**src/verilog/csrb_pkg.sv**
```systemverilog
/*
  Shared definitions of the colour sensor register bank: register indices,
  field positions, reset values, state encoding and the carrier structs.
  Imported by the register bank top, its checker, the front end model and the bench.
*/
`default_nettype none

package csrb_pkg;

  // ---------------------------------------------------------------------
  // Register indices (byte address is four times the index)
  // ---------------------------------------------------------------------
  localparam logic [6:0] IDX_CONVERSION_CONTROL  = 7'h00;
  localparam logic [6:0] IDX_MODE_CONFIGURATION  = 7'h01;
  localparam logic [6:0] IDX_RED_GAIN_SETTING    = 7'h06;
  localparam logic [6:0] IDX_GREEN_GAIN_SETTING  = 7'h07;
  localparam logic [6:0] IDX_BLUE_GAIN_SETTING   = 7'h08;
  localparam logic [6:0] IDX_CLEAR_GAIN_SETTING  = 7'h09;
  localparam logic [6:0] IDX_RED_INTEGRATION_LOW = 7'h0A;
  localparam logic [6:0] IDX_CLEAR_INTEGRATION_HIGH = 7'h11;
  localparam logic [6:0] IDX_RED_RESULT_LOW      = 7'h40;
  localparam logic [6:0] IDX_CLEAR_RESULT_HIGH   = 7'h47;
  localparam logic [6:0] IDX_RED_OFFSET_VALUE    = 7'h48;
  localparam logic [6:0] IDX_CLEAR_OFFSET_VALUE  = 7'h4B;

  // ---------------------------------------------------------------------
  // Field positions
  // ---------------------------------------------------------------------
  localparam int POS_START_COLOUR_CONVERSION = 0;
  localparam int POS_START_OFFSET_MEASURE    = 1;
  localparam int POS_OFFSET_TRIM_ENABLE      = 0;
  localparam int POS_SLEEP                   = 1;
  localparam int POS_EXTERNAL_TIMEBASE       = 2;
  localparam int POS_OFFSET_SIGN             = 7;

  // ---------------------------------------------------------------------
  // Widths and reset values
  // ---------------------------------------------------------------------
  localparam int NUM_CHANNELS   = 4;
  localparam int CAP_W          = 4;
  localparam int SLOT_W         = 12;
  localparam int RESULT_W       = 10;
  localparam int OFFSET_W       = 8;
  localparam logic [3:0]  RST_CAPACITOR_COUNT = 4'hF;
  localparam logic [11:0] RST_SLOT_COUNT      = 12'h000;
  localparam logic [9:0]  RST_RESULT          = 10'h000;
  localparam logic [7:0]  RST_OFFSET          = 8'h00;
  localparam logic [9:0]  RESULT_MAX          = 10'h3FF;

  // ---------------------------------------------------------------------
  // Types
  // ---------------------------------------------------------------------
  typedef enum logic [1:0] {ST_IDLE, ST_COLOUR, ST_OFFSET} csrb_state_t;

  // Channel order in every struct: red, green, blue, clear
  typedef struct packed {
    logic [RESULT_W-1:0] red;
    logic [RESULT_W-1:0] green;
    logic [RESULT_W-1:0] blue;
    logic [RESULT_W-1:0] clear;
  } csrb_result_t;

  typedef struct packed {
    logic [OFFSET_W-1:0] red;
    logic [OFFSET_W-1:0] green;
    logic [OFFSET_W-1:0] blue;
    logic [OFFSET_W-1:0] clear;
  } csrb_offset_t;

  typedef struct packed {
    logic [CAP_W-1:0] red;
    logic [CAP_W-1:0] green;
    logic [CAP_W-1:0] blue;
    logic [CAP_W-1:0] clear;
  } csrb_gain_t;

  typedef struct packed {
    logic [SLOT_W-1:0] red;
    logic [SLOT_W-1:0] green;
    logic [SLOT_W-1:0] blue;
    logic [SLOT_W-1:0] clear;
  } csrb_slots_t;

endpackage

`default_nettype wire

```
**src/verilog/csrb_top.sv**
```systemverilog
/*
  Colour sensor register bank with conversion control, reached over
  AHB-Lite. Assumes a front end on the same clock that runs a measurement
  while MEAS_REQ_OUT is high and answers with a one-cycle MEAS_DONE_IN
  carrying its results; the analog part itself lives outside this block.
*/
// The address map and the AHB-Lite interface to the registers were chosen for this implementation.
//   Contract
//   - Writing one to colour trigger starts conversion; results fill indices 64-71.
//   - Offset trigger at bit 1 is active high, clears itself when done.
//   - Offset results land in indices 72-75.
//   - Colour trigger is active high and self-clearing; no zero write needed.
//   - Configuration bit 2 set selects external timebase mode.
//   - Sleep bit 1 holds only in external mode, else cleared by hardware.
//   - Configuration bit 0 enables offset trim on channel readings.
//   - Each channel has a 4-bit capacitor count in bits 3:0.
//   - Twelve-bit slot count: bits 7:0 low byte, 11:8 high nibble.
//   - Ten-bit result: bits 7:0 low byte, 9:8 in high byte.
//   - Offset holds sign in bit 7, magnitude in 6:0; one means negative.
`timescale 1ns/1ps
`default_nettype none

module csrb_top
  import csrb_pkg::*;
(
  input  wire logic         CLK_SYS_IN,
  input  wire logic         RESETN_IN,
  // AHB-Lite slave
  input  wire logic         HSEL_IN,
  input  wire logic [31:0]  HADDR_IN,
  input  wire logic [1:0]   HTRANS_IN,
  input  wire logic         HWRITE_IN,
  input  wire logic [2:0]   HSIZE_IN,
  input  wire logic         HREADY_IN,
  input  wire logic [31:0]  HWDATA_IN,
  output logic [31:0]       HRDATA_OUT,
  output logic              HREADYOUT_OUT,
  output logic              HRESP_OUT,
  // Front end
  output logic              MEAS_REQ_OUT,
  output logic              MEAS_OFFSET_OUT,
  input  wire logic         MEAS_DONE_IN,
  input  wire csrb_result_t MEAS_RESULT_IN,
  input  wire csrb_offset_t MEAS_OFFSET_IN,
  output csrb_gain_t        GAIN_OUT,
  output csrb_slots_t       SLOTS_OUT,
  output logic              EXT_TIMEBASE_OUT,
  output logic              SLEEP_OUT,
  output logic              TRIM_ENABLE_OUT
);

  // -----------------------------------------------------------------------
  // Storage
  // -----------------------------------------------------------------------
  logic [CAP_W-1:0]    cap_q    [NUM_CHANNELS];
  logic [SLOT_W-1:0]   slot_q   [NUM_CHANNELS];
  logic [RESULT_W-1:0] result_q [NUM_CHANNELS];
  logic [OFFSET_W-1:0] offset_q [NUM_CHANNELS];
  logic                colour_go_q;
  logic                offset_go_q;
  logic                ext_q;
  logic                sleep_q;
  logic                trim_q;
  csrb_state_t         state_q;
  logic                req_q;
  logic                req_offset_q;

  // -----------------------------------------------------------------------
  // Bus slave
  // -----------------------------------------------------------------------
  logic        wr_pend_q;
  logic        rd_pend_q;
  logic [6:0]  addr_idx_q;
  logic        addr_ok_q;
  logic [31:0] rdata_q;
  logic        ready_q;
  logic        addr_phase;
  logic        addr_ok;
  logic        wr_commit;
  logic [7:0]  wbyte;

  assign addr_phase = HSEL_IN && HTRANS_IN[1] && HREADY_IN;
  assign addr_ok    = (HADDR_IN[31:9] == 23'h000000) && (HADDR_IN[1:0] == 2'b00);
  assign wr_commit  = wr_pend_q && HREADY_IN && addr_ok_q;
  assign wbyte      = HWDATA_IN[7:0];

  // Reads take one wait state so a write just before is always seen
  always_ff @(posedge CLK_SYS_IN or negedge RESETN_IN) begin
    if (!RESETN_IN) begin
      wr_pend_q  <= 1'b0;
      rd_pend_q  <= 1'b0;
      addr_idx_q <= 7'h00;
      addr_ok_q  <= 1'b0;
      ready_q    <= 1'b1;
    end else begin
      if (rd_pend_q) begin
        rd_pend_q <= 1'b0;
        ready_q   <= 1'b1;
      end else if (HREADY_IN) begin
        wr_pend_q <= addr_phase && HWRITE_IN;
        rd_pend_q <= addr_phase && !HWRITE_IN;
        ready_q   <= !(addr_phase && !HWRITE_IN);
        if (addr_phase) begin
          addr_idx_q <= HADDR_IN[8:2];
          addr_ok_q  <= addr_ok;
        end
      end
    end
  end

  // Read mux; unavailable bits and unmapped indices give zero
  function automatic logic [7:0] read_byte(input logic [6:0] idx);
    logic [7:0] v;
    logic [1:0] ch;
    v  = 8'h00;
    ch = 2'(idx[1:0]);
    if (idx == IDX_CONVERSION_CONTROL) begin
      v[POS_START_COLOUR_CONVERSION] = colour_go_q;
      v[POS_START_OFFSET_MEASURE]    = offset_go_q;
    end else if (idx == IDX_MODE_CONFIGURATION) begin
      v[POS_OFFSET_TRIM_ENABLE] = trim_q;
      v[POS_SLEEP]              = sleep_q;
      v[POS_EXTERNAL_TIMEBASE]  = ext_q;
    end else if (idx >= IDX_RED_GAIN_SETTING && idx <= IDX_CLEAR_GAIN_SETTING) begin
      v = {4'h0, cap_q[2'(idx - IDX_RED_GAIN_SETTING)]};
    end else if (idx >= IDX_RED_INTEGRATION_LOW && idx <= IDX_CLEAR_INTEGRATION_HIGH) begin
      ch = 2'((idx - IDX_RED_INTEGRATION_LOW) >> 1);
      v  = idx[0] ? {4'h0, slot_q[ch][11:8]} : slot_q[ch][7:0];
    end else if (idx >= IDX_RED_RESULT_LOW && idx <= IDX_CLEAR_RESULT_HIGH) begin
      ch = 2'((idx - IDX_RED_RESULT_LOW) >> 1);
      v  = idx[0] ? {6'h00, result_q[ch][9:8]} : result_q[ch][7:0];
    end else if (idx >= IDX_RED_OFFSET_VALUE && idx <= IDX_CLEAR_OFFSET_VALUE) begin
      v = offset_q[2'(idx - IDX_RED_OFFSET_VALUE)];
    end
    return v;
  endfunction

  always_ff @(posedge CLK_SYS_IN or negedge RESETN_IN) begin
    if (!RESETN_IN) begin
      rdata_q <= 32'h00000000;
    end else if (rd_pend_q) begin
      rdata_q <= addr_ok_q ? {24'h000000, read_byte(addr_idx_q)} : 32'h00000000;
    end
  end

  // -----------------------------------------------------------------------
  // Configuration
  // -----------------------------------------------------------------------
  logic cfg_wr;
  assign cfg_wr = wr_commit && (addr_idx_q == IDX_MODE_CONFIGURATION);

  always_ff @(posedge CLK_SYS_IN or negedge RESETN_IN) begin
    if (!RESETN_IN) begin
      ext_q   <= 1'b0;
      sleep_q <= 1'b0;
      trim_q  <= 1'b0;
    end else if (cfg_wr) begin
      ext_q   <= wbyte[POS_EXTERNAL_TIMEBASE];
      sleep_q <= wbyte[POS_SLEEP] && wbyte[POS_EXTERNAL_TIMEBASE];
      trim_q  <= wbyte[POS_OFFSET_TRIM_ENABLE];
    end else if (!ext_q) begin
      sleep_q <= 1'b0;
    end
  end

  // -----------------------------------------------------------------------
  // Gain and integration settings
  // -----------------------------------------------------------------------
  always_ff @(posedge CLK_SYS_IN or negedge RESETN_IN) begin
    if (!RESETN_IN) begin
      for (int i = 0; i < NUM_CHANNELS; i++) begin
        cap_q[i]  <= RST_CAPACITOR_COUNT;
        slot_q[i] <= RST_SLOT_COUNT;
      end
    end else if (wr_commit) begin
      if (addr_idx_q >= IDX_RED_GAIN_SETTING && addr_idx_q <= IDX_CLEAR_GAIN_SETTING) begin
        cap_q[2'(addr_idx_q - IDX_RED_GAIN_SETTING)] <= wbyte[3:0];
      end
      if (addr_idx_q >= IDX_RED_INTEGRATION_LOW
          && addr_idx_q <= IDX_CLEAR_INTEGRATION_HIGH) begin
        if (addr_idx_q[0]) begin
          slot_q[2'((addr_idx_q - IDX_RED_INTEGRATION_LOW) >> 1)][11:8] <= wbyte[3:0];
        end else begin
          slot_q[2'((addr_idx_q - IDX_RED_INTEGRATION_LOW) >> 1)][7:0] <= wbyte;
        end
      end
    end
  end

  // -----------------------------------------------------------------------
  // Trigger bits
  // -----------------------------------------------------------------------
  logic ctrl_wr;
  logic colour_done;
  logic offset_done;
  assign ctrl_wr     = wr_commit && (addr_idx_q == IDX_CONVERSION_CONTROL);
  assign colour_done = (state_q == ST_COLOUR) && MEAS_DONE_IN;
  assign offset_done = (state_q == ST_OFFSET) && MEAS_DONE_IN;

  // A one written in the finishing cycle wins and queues a fresh run;
  // a zero write cannot abort a run in progress
  always_ff @(posedge CLK_SYS_IN or negedge RESETN_IN) begin
    if (!RESETN_IN) begin
      colour_go_q <= 1'b0;
      offset_go_q <= 1'b0;
    end else begin
      colour_go_q <= (colour_go_q && !colour_done)
                     || (ctrl_wr && wbyte[POS_START_COLOUR_CONVERSION]);
      offset_go_q <= (offset_go_q && !offset_done)
                     || (ctrl_wr && wbyte[POS_START_OFFSET_MEASURE]);
    end
  end

  // -----------------------------------------------------------------------
  // Sequencer
  // -----------------------------------------------------------------------
  // Colour first when both are pending; nothing starts while asleep
  always_ff @(posedge CLK_SYS_IN or negedge RESETN_IN) begin
    if (!RESETN_IN) begin
      state_q      <= ST_IDLE;
      req_q        <= 1'b0;
      req_offset_q <= 1'b0;
    end else begin
      unique case (state_q)
        ST_IDLE: begin
          if (colour_go_q && !sleep_q) begin
            state_q      <= ST_COLOUR;
            req_q        <= 1'b1;
            req_offset_q <= 1'b0;
          end else if (offset_go_q && !sleep_q) begin
            state_q      <= ST_OFFSET;
            req_q        <= 1'b1;
            req_offset_q <= 1'b1;
          end
        end
        ST_COLOUR, ST_OFFSET: begin
          if (MEAS_DONE_IN) begin
            state_q <= ST_IDLE;
            req_q   <= 1'b0;
          end
        end
        // The fourth code of the state word is illegal; fall back to idle
        default: begin
          state_q <= ST_IDLE;
          req_q   <= 1'b0;
        end
      endcase
    end
  end

  // -----------------------------------------------------------------------
  // Results
  // -----------------------------------------------------------------------
  // Saturating correction keeps a large negative offset from wrapping
  function automatic logic [RESULT_W-1:0] trimmed(input logic [RESULT_W-1:0] raw,
                                                  input logic [OFFSET_W-1:0] ofs);
    logic signed [12:0] s;
    s = $signed({3'b000, raw});
    if (ofs[POS_OFFSET_SIGN]) begin
      s = s + $signed({6'h00, ofs[6:0]});
    end else begin
      s = s - $signed({6'h00, ofs[6:0]});
    end
    if (s < 0) begin
      return RST_RESULT;
    end else if (s > $signed({3'b000, RESULT_MAX})) begin
      return RESULT_MAX;
    end
    return s[RESULT_W-1:0];
  endfunction

  logic [RESULT_W-1:0] raw_v [NUM_CHANNELS];
  logic [OFFSET_W-1:0] ofs_v [NUM_CHANNELS];
  assign raw_v[0] = MEAS_RESULT_IN.red;
  assign raw_v[1] = MEAS_RESULT_IN.green;
  assign raw_v[2] = MEAS_RESULT_IN.blue;
  assign raw_v[3] = MEAS_RESULT_IN.clear;
  assign ofs_v[0] = MEAS_OFFSET_IN.red;
  assign ofs_v[1] = MEAS_OFFSET_IN.green;
  assign ofs_v[2] = MEAS_OFFSET_IN.blue;
  assign ofs_v[3] = MEAS_OFFSET_IN.clear;

  always_ff @(posedge CLK_SYS_IN or negedge RESETN_IN) begin
    if (!RESETN_IN) begin
      for (int i = 0; i < NUM_CHANNELS; i++) begin
        result_q[i] <= RST_RESULT;
      end
    end else if (colour_done) begin
      for (int i = 0; i < NUM_CHANNELS; i++) begin
        result_q[i] <= trim_q ? trimmed(raw_v[i], offset_q[i]) : raw_v[i];
      end
    end
  end

  always_ff @(posedge CLK_SYS_IN or negedge RESETN_IN) begin
    if (!RESETN_IN) begin
      for (int i = 0; i < NUM_CHANNELS; i++) begin
        offset_q[i] <= RST_OFFSET;
      end
    end else if (offset_done) begin
      for (int i = 0; i < NUM_CHANNELS; i++) begin
        offset_q[i] <= ofs_v[i];
      end
    end
  end

  // -----------------------------------------------------------------------
  // Outputs
  // -----------------------------------------------------------------------
  assign HRDATA_OUT       = rdata_q;
  assign HREADYOUT_OUT    = ready_q;
  assign HRESP_OUT        = 1'b0;
  assign MEAS_REQ_OUT     = req_q;
  assign MEAS_OFFSET_OUT  = req_offset_q;
  assign EXT_TIMEBASE_OUT = ext_q;
  assign SLEEP_OUT        = sleep_q;
  assign TRIM_ENABLE_OUT  = trim_q;
  assign GAIN_OUT         = '{red: cap_q[0], green: cap_q[1], blue: cap_q[2], clear: cap_q[3]};
  assign SLOTS_OUT        = '{red: slot_q[0], green: slot_q[1], blue: slot_q[2],
                              clear: slot_q[3]};

endmodule // csrb_top

`default_nettype wire

```
**config.mk**
```make
export PLATFORM = sky130hd
export DESIGN_NAME = csrb_top
export DESIGN_NICKNAME = d
export VERILOG_FILES = /design/src/verilog/csrb_pkg.sv /design/src/verilog/csrb_top.sv
export SDC_FILE = /design/constraint.sdc
export NUM_CORES = 1
export LEC_CHECK = 0
export ABC_AREA = 1
export BUFFER_PORTS_ARGS = -buffer_cell sky130_fd_sc_hd__buf_2
export CELL_PAD_IN_SITES_DETAIL_PLACEMENT = 0
export CELL_PAD_IN_SITES_GLOBAL_PLACEMENT = 1
export CORE_MARGIN = 3
export CORE_UTILIZATION = 30
export DETAILED_ROUTE_END_ITERATION = 6
export GPL_TIMING_DRIVEN = 0
export PLACE_DENSITY = 0.66
export SYNTH_ARGS = -nofsm -noshare
export SYNTH_HDL_FRONTEND = slang
export SYNTH_SLANG_ARGS = --single-unit
```
**constraint.sdc**
```tcl
create_clock -name CLK_SYS_IN -period 6.5 [get_ports CLK_SYS_IN]
set_input_delay 0.65 -clock CLK_SYS_IN [delete_from_list [all_inputs] [get_ports CLK_SYS_IN]]
set_output_delay 0.65 -clock CLK_SYS_IN [all_outputs]
set_load 0.05 [all_outputs]
```
* Word-level counts from Yosys, hierarchy flattened *
Cells that the tools add are included.

word-level totals
  output and inout port bits = 103
  logic and storage cells = 203
  register bits = 188
  input port bits = 147

operators by class
  bitwise gates (word level) = 5
  order comparisons = 22
  multiplexer cells = 84
  $add $sub $neg = 12
  reduce and logical (&&, ||, !) cells = 44
  eq/ne operators = 6

operators by type and width
  operator              number
  $mux 10               18
  $mux 13               8
  $bwmux 48             2
  $mux 8                10
  $gt 13x11->1 const B  4
  $lt 13x1->1 const B   4
  $demux 12 s2          2
  $mux 48               1
  $add 10x7->11         4
  $sub 10x7->11         4
  $mux 12               3
  $bmux 12 s2           1
  $logic_and 1x1->1     24
  $logic_not 23->1      1
  $mux 1                22
  $bmux 10 s2           1
  $bmux 8 s2            1
  $bwmux 16             1
  $ge 7x7->1 const B    2
  $le 7x7->1 const B    2
  $ge 3x3->1 const B    4
  $mux 4                3
  $not 2->3             4
  $reduce_and 2->1      5
  other kinds (31)      42

* Logic depth before layout (Yosys ltp) *
  depth after elaboration = 12
  mapped depth = 17
  depth with buffers taken out = 15

* Least setup slack after synthesis *
No wires, ideal clock.

  path kind = register -> register
  start = register addr_idx_q[1]
  end = register rdata_q[1] (netlist: HRDATA_OUT[1])
  data arrival time = 2,228 ps
  path slack = 4,154 ps
  setup time = 118 ps
  period minus slack after synthesis = 2,346 ps
  stages on the path, launching flop included = 17
  path buffers = 4
  required time = 6,382 ps
  path through = dfrtp_1 -> inv_2 -> buf_6 -> buf_6 -> buf_2 -> ha_1 -> inv_1 -> clkbuf_1 -> nand3_1 -> nand3_1 -> nand2_1 -> a21oi_1 -> nand2_1 -> nand2_1 -> nand2_1 -> nand2_1 -> nand2_1

on the way
  word-level cells in the longest chain between the ends = 12
  elaborated cells between the ends (all ways) = 43
  classes of those cells = 4 x add/sub; 8 x order compare; 1 x eq/ne; 21 x mux; 4 x bitwise; 5 x reduce/logical

RTL lines
  item                                                                          RTL line                          RTL
  start, declared                                                               csrb_top.sv:73                    logic [6:0] addr_idx_q;
  start signal, assigned                                                        csrb_top.sv:104                   addr_idx_q <= HADDR_IN[8:2];
  $sub 3x1->3 / $sub 2x1->2 (equally long branches)                             csrb_top.sv:130, csrb_top.sv:133
  $not 2->3 (on tied branches)                                                  csrb_top.sv:131, csrb_top.sv:133
  $bmux 10 s2 / $bmux 8 s2 (equally long branches)                              csrb_top.sv:131, csrb_top.sv:133
  $mux 10 (implied by the code) / $mux 8 (equally long branches) (2 in series)  csrb_top.sv:131, csrb_top.sv:133
  $mux 8 (on tied branches)                                                     csrb_top.sv:131, csrb_top.sv:132
  $mux 8                                                                        csrb_top.sv:129                   end else if (idx >= IDX_RED_RESULT_LOW && idx <= IDX_CLEAR_RESULT_HIGH) begin
  $mux 8                                                                        csrb_top.sv:126                   end else if (idx >= IDX_RED_INTEGRATION_LOW && idx <= IDX_CLEAR_INTEGRATION_HIGH) begin
  $mux 8                                                                        csrb_top.sv:124                   end else if (idx >= IDX_RED_GAIN_SETTING && idx <= IDX_CLEAR_GAIN_SETTING) begin
  $mux 3                                                                        csrb_top.sv:120                   end else if (idx == IDX_MODE_CONFIGURATION) begin
  $mux 2 *                                                                      csrb_top.sv:117                   if (idx == IDX_CONVERSION_CONTROL) begin
  $mux 8 *                                                                      csrb_top.sv:142                   rdata_q <= addr_ok_q ? {24'h000000, read_byte(addr_idx_q)} : 32'h00000000;
  end signal, assigned                                                          csrb_top.sv:142
  end, declared                                                                 csrb_top.sv:75                    logic [31:0] rdata_q;

Mark *: on every way between the ends. The rest lies on a longest branch, timed or not. The select of a mux whose other input is x is not followed.
A chain may end at the register's enable or synchronous reset.

* Worst setup path in the final report *
  start = register addr_idx_q[2]
  end = register rdata_q[0] (netlist: HRDATA_OUT[0])

on the way
  word-level cells in the longest chain between the ends = 12
  elaborated cells between the ends (all ways) = 33
  classes of those cells = 2 x add/sub; 8 x order compare; 1 x eq/ne; 15 x mux; 2 x bitwise; 5 x reduce/logical

RTL lines
  item                                         RTL line         RTL
  $sub 3x1->3                                  csrb_top.sv:130  ch = 2'((idx - IDX_RED_RESULT_LOW) >> 1);
  $not 2->3 (implied by the code)              csrb_top.sv:131  v = idx[0] ? {6'h00, result_q[ch][9:8]} : result_q[ch][7:0];
  $bmux 10 s2                                  csrb_top.sv:131
  $mux 10 (implied by the code) (2 in series)  csrb_top.sv:131
  $mux 8                                       csrb_top.sv:131
  $mux 8                                       csrb_top.sv:129
  $mux 8                                       csrb_top.sv:126
  $mux 8                                       csrb_top.sv:124
  $mux 3                                       csrb_top.sv:120
  $mux 2 *                                     csrb_top.sv:117
  $mux 8 *                                     csrb_top.sv:142

Marked as above.

==> summary.md <==
| Metric | Value |
|---|---|
| Status | finished clean |
| Ys Warns | 0 |
| Setup tns final | 0 ns |
| CTS tree | done |
| Final wirelength | 44370 µm |
| Global-route usage over all layers | 0.2139 |
| Setup Skew | 0.01064 ns |
| Post-synthesis cell type count | 45 |
| Worst R2R Setup Slack | 3.25 ns |
| Worst path bufs/invs | 4 |
| IO Pins | 250 |
| Synth Area in Adders | 0.08351 |
| Max-cap violations | 0 |
| Vias | 11900 |
| Core Rows | 71 |
| Worst r2r dst | HRDATA_OUT[0]$_DFFE_PN0P_ |
| Register Area | 4125 µm² |
| Largest delay share family, worst path | buffers and inverters |
| Mean post-synth cell area | 6.797 µm² |
| WP data required | 6.85 ns |
| Min Tclk post-route | 3.245 ns |
| Most common cell after layout, fill and taps aside | nand2_1 |
| RSZ-0062 raised after global routing | false |
| Comb pwr share | 0.492 |
| Inserted Clock Buffers | 17 |
| Residual overflow from global routing | 0 |
| Vias in the first global route | 11540 |
| Drt first pass iters | 5 |
| Dpl cell area | 13400 µm² |
| Crit-path slowest cell | clkbuf_1 |
| Worst slew pin tran | 1.047 ns |
| Mux share of post-synthesis cell area | 0.003864 |
| Setup Viol. Count Final | 0 |
| Switching Share | 0.4797 |
| Wire length per cell | 17.90 µm |
| Clock transition at the registers of the reported paths | 0.08 ns |
| M3 GR Usage | 0.02886 |
| IO Port Bufs | 196 |
| Post-CTS setup buffer count | 0 |
| Layout cell share with drive strength beyond 1 | 0.1626 |
| Met1 Use GR | 0.3097 |
| Drt initial violations | 731 |
| Worst IR Drop VDD | 0.1924 mV |
| Switch Pwr | 0.002393 W |
| Count of state elements after synthesis | 164 |
| Period utilisation layout | 0.4993 |
| Flop pwr share | 0.297 |
| Routed Antenna Nets | 0 |
| Main combinational cell family by area after synthesis | simple AND/OR/NAND/NOR gates |
| Crit path max fanout | 12 |
| Synth Area in Simple Gates | 0.3143 |
| Core area | 38020 µm² |
| Reg2Reg Depth | 14 |
| GR Util met2 | 0.3384 |
| Worst hold path type | in -> async |
| Max Root-Sink Buffers | 2 |
| Antenna Diode Count | 0 |
| Startpoint Class | register |
| Crit path largest cell delay | 0.61 ns |
| Slew headroom | 0.3017 |
| First-pass GRT wire length | 68200 µm |
| XOR/XNOR Fraction of Synth Area | 0.007514 |
| Crit path DAT | 3.59 ns |
| Root Buffer | clkbuf_16 |
| Worst setup EP type | register |
| CP Cell Sequence | inv_1, clkbuf_1, ha_1, inv_1, clkbuf_1, nand3_1, nand3_1, nand2_1, a21oi_1, nand2_1, nand2_1, nand2_1, nand2_1, nand2_1 |
| Die width | 203.1 µm |
| Sequential area share after synthesis | 0.3539 |
| Area delta synth->final | 20.03% |
| Pleak | 7.397 nW |
| Pins Over Slew Limit | 0 |
| Worst r2r src | addr_idx_q[2]$_DFFE_PN0P_ |
| Clock share of power | 0.211 |
| Syn Inst Count | 1715 |
| Highest Clock Rate | 308.1 MHz |
| Starting Density | 0.3066 |
| P per Cell Area | 356.5 nW/µm² |
| Number of H-tree levels | 4 |
| Post-DP HPWL | 35040 µm |
| Clock net sink count | 164 |
| Die ar. | 41260 µm² |
| Int Power | 0.002595 W |
| Initial antenna violation count | 0 |
| Commonest cells after routing, fill and taps aside | nand2_1 (546), buf_2 (210), inv_1 (174) |
| Cts hold-fix bufs | 0 |
| Pin count of the biggest net entering global routing | 97 |
| Hold Violations, Final | 0 |
| Top Usage Layer GRT | met2 |
| Cell Area, Synth | 11660 µm² |
| GP Congestion | 0.8605 |
| Via density | 4.800 |
| CP most frequent cell | nand2_1 |
| Post-Layout Inst Area | 13990 µm² |
| Post-synthesis compound-gate area fraction | 0.1403 |
| Fillers | 4248 |
| Multi-input gate area | 6499 µm² |
| Number of remaining DRC errors | 0 |
| Number of gates resized after CTS | 0 |
| CP Class | reg -> reg |
| Total Nets Final | 2175 |
| Clock Latency Late Sink | 0.46 ns |
| Die Ht | 203.1 µm |
metal layers:
metal | wire length, µm | share of wire
met4 | 758 | 0.017
met3 | 1914 | 0.043
met5 | 0 | 0
met2 | 19950 | 0.45
met1 | 21750 | 0.49
cell usage after synthesis (all sizes together):
library cell / instances / area, µm²
or4: 1 / 7.510
clkbuf: 33 / 123.9
nand3b: 6 / 45.04
fa: 8 / 160.2
nor2: 168 / 643.1
o21ai: 132 / 660.6
nand2: 551 / 2081
dfrtp: 147 / 3679
nand3: 121 / 610.6
dfstp: 17 / 446.7
o22ai: 23 / 143.9
o21bai: 2 / 15.01
a22oi: 3 / 22.52
nor4: 4 / 25.02
o21a: 1 / 7.510
nand4: 4 / 25.02
and2: 3 / 18.77
o2111ai: 1 / 8.760
nor3: 24 / 136.4
a21boi: 1 / 7.510
buf: 48 / 326.6
inv: 177 / 664.4
or2: 9 / 56.30
mux2: 4 / 45.04
clkinv: 2 / 7.510
ha: 65 / 813.3
xor2: 10 / 87.58
o211ai: 6 / 45.04
nor3b: 2 / 15.01
a21oi: 141 / 724.4
conb: 1 / 3.750
worst reg2reg max path: stages, from the launching register on:
cell and delay (ns):
dfrtp_1 0.55, inv_1 0.20, clkbuf_1 0.61, ha_1 0.43
inv_1 0.12, clkbuf_1 0.39, nand3_1 0.16, nand3_1 0.10
nand2_1 0.07, a21oi_1 0.15, nand2_1 0.10, nand2_1 0.08
nand2_1 0.06, nand2_1 0.07, nand2_1 0.06
stage by stage:
stage                 util  hold WS (ns)  worst slack, ns  power, W  std cells
finish              0.3680        0.1388            3.255  0.004988       2479
global route        0.3680        0.1616            3.041  0.005418       2479
CTS                 0.3680        0.1566            3.284  0.005004       2479
detailed placement  0.3525        0.4610            3.328  0.003927       2447
global placement    0.3516        0.4603            2.002  0.003915       2446
floorplan                -        0.3544            4.154  0.003147       1739
final cells by class:
type                            count  share of cell area
Clock inverter                     15             0.01154
Tap cell                          511             0.04570
Multi-Input combinational cell   1315              0.4645
Sequential cell                   164              0.2948
Timing Repair Buffer              197             0.07280
Clock buffer                       17             0.03041
Buffer                             81             0.03219
Inverter                          179             0.04802
how the worst max path moves through the flow:
stage	from	endpoint	slack, ns	depth (start not counted)
floorplan	addr_idx_q[1]$_DFFE_PN0P_	HRDATA_OUT[1]$_DFFE_PN0P_	4.15	16
global placement	RESETN_IN	offset_q[28]$_DFFE_PN0P_	2.00	1
detailed placement	addr_idx_q[2]$_DFFE_PN0P_	HRDATA_OUT[0]$_DFFE_PN0P_	3.33	14
CTS	addr_idx_q[2]$_DFFE_PN0P_	HRDATA_OUT[0]$_DFFE_PN0P_	3.28	14
global route	addr_idx_q[2]$_DFFE_PN0P_	HRDATA_OUT[0]$_DFFE_PN0P_	3.04	14
finish	addr_idx_q[2]$_DFFE_PN0P_	HRDATA_OUT[0]$_DFFE_PN0P_	3.25	14
logic make-up (layout without fill, tap and decap cells):
kind of cell	Yosys count	after routing
fa+ha+maj	73	73
xor+xnor	10	10
other cells	1	25
flops	164	164
compound gates	310	310
simple gates	893	893
mux	4	4
buf+inv	260	489
sequential cells by signal (all words and copies together), names as in the netlist:
signal,count
GAIN_OUT,16
MEAS_OFFSET_OUT,1
addr_ok_q,1
rd_pend_q,1
offset_q,32
HRDATA_OUT,8
EXT_TIMEBASE_OUT,1
SLEEP_OUT,1
MEAS_REQ_OUT,1
TRIM_ENABLE_OUT,1
offset_go_q,1
wr_pend_q,1
addr_idx_q,7
HREADYOUT_OUT,1
state_q,2
result_q,40
colour_go_q,1
SLOTS_OUT,48
power by group through the flow:
stage	clock, W	combinational [W]	sequential [W]
4_1_cts	0.00108	0.00245	0.00147
6_report	0.00105	0.00245	0.00148
2_1_floorplan	0	0.00172	0.00143
3_3_place_gp	0	0.00243	0.00149
5_1_grt	0.00112	0.00279	0.00151
3_5_place_dp	0	0.00244	0.00149
Note: power is estimated with default switching activity, not from simulation.
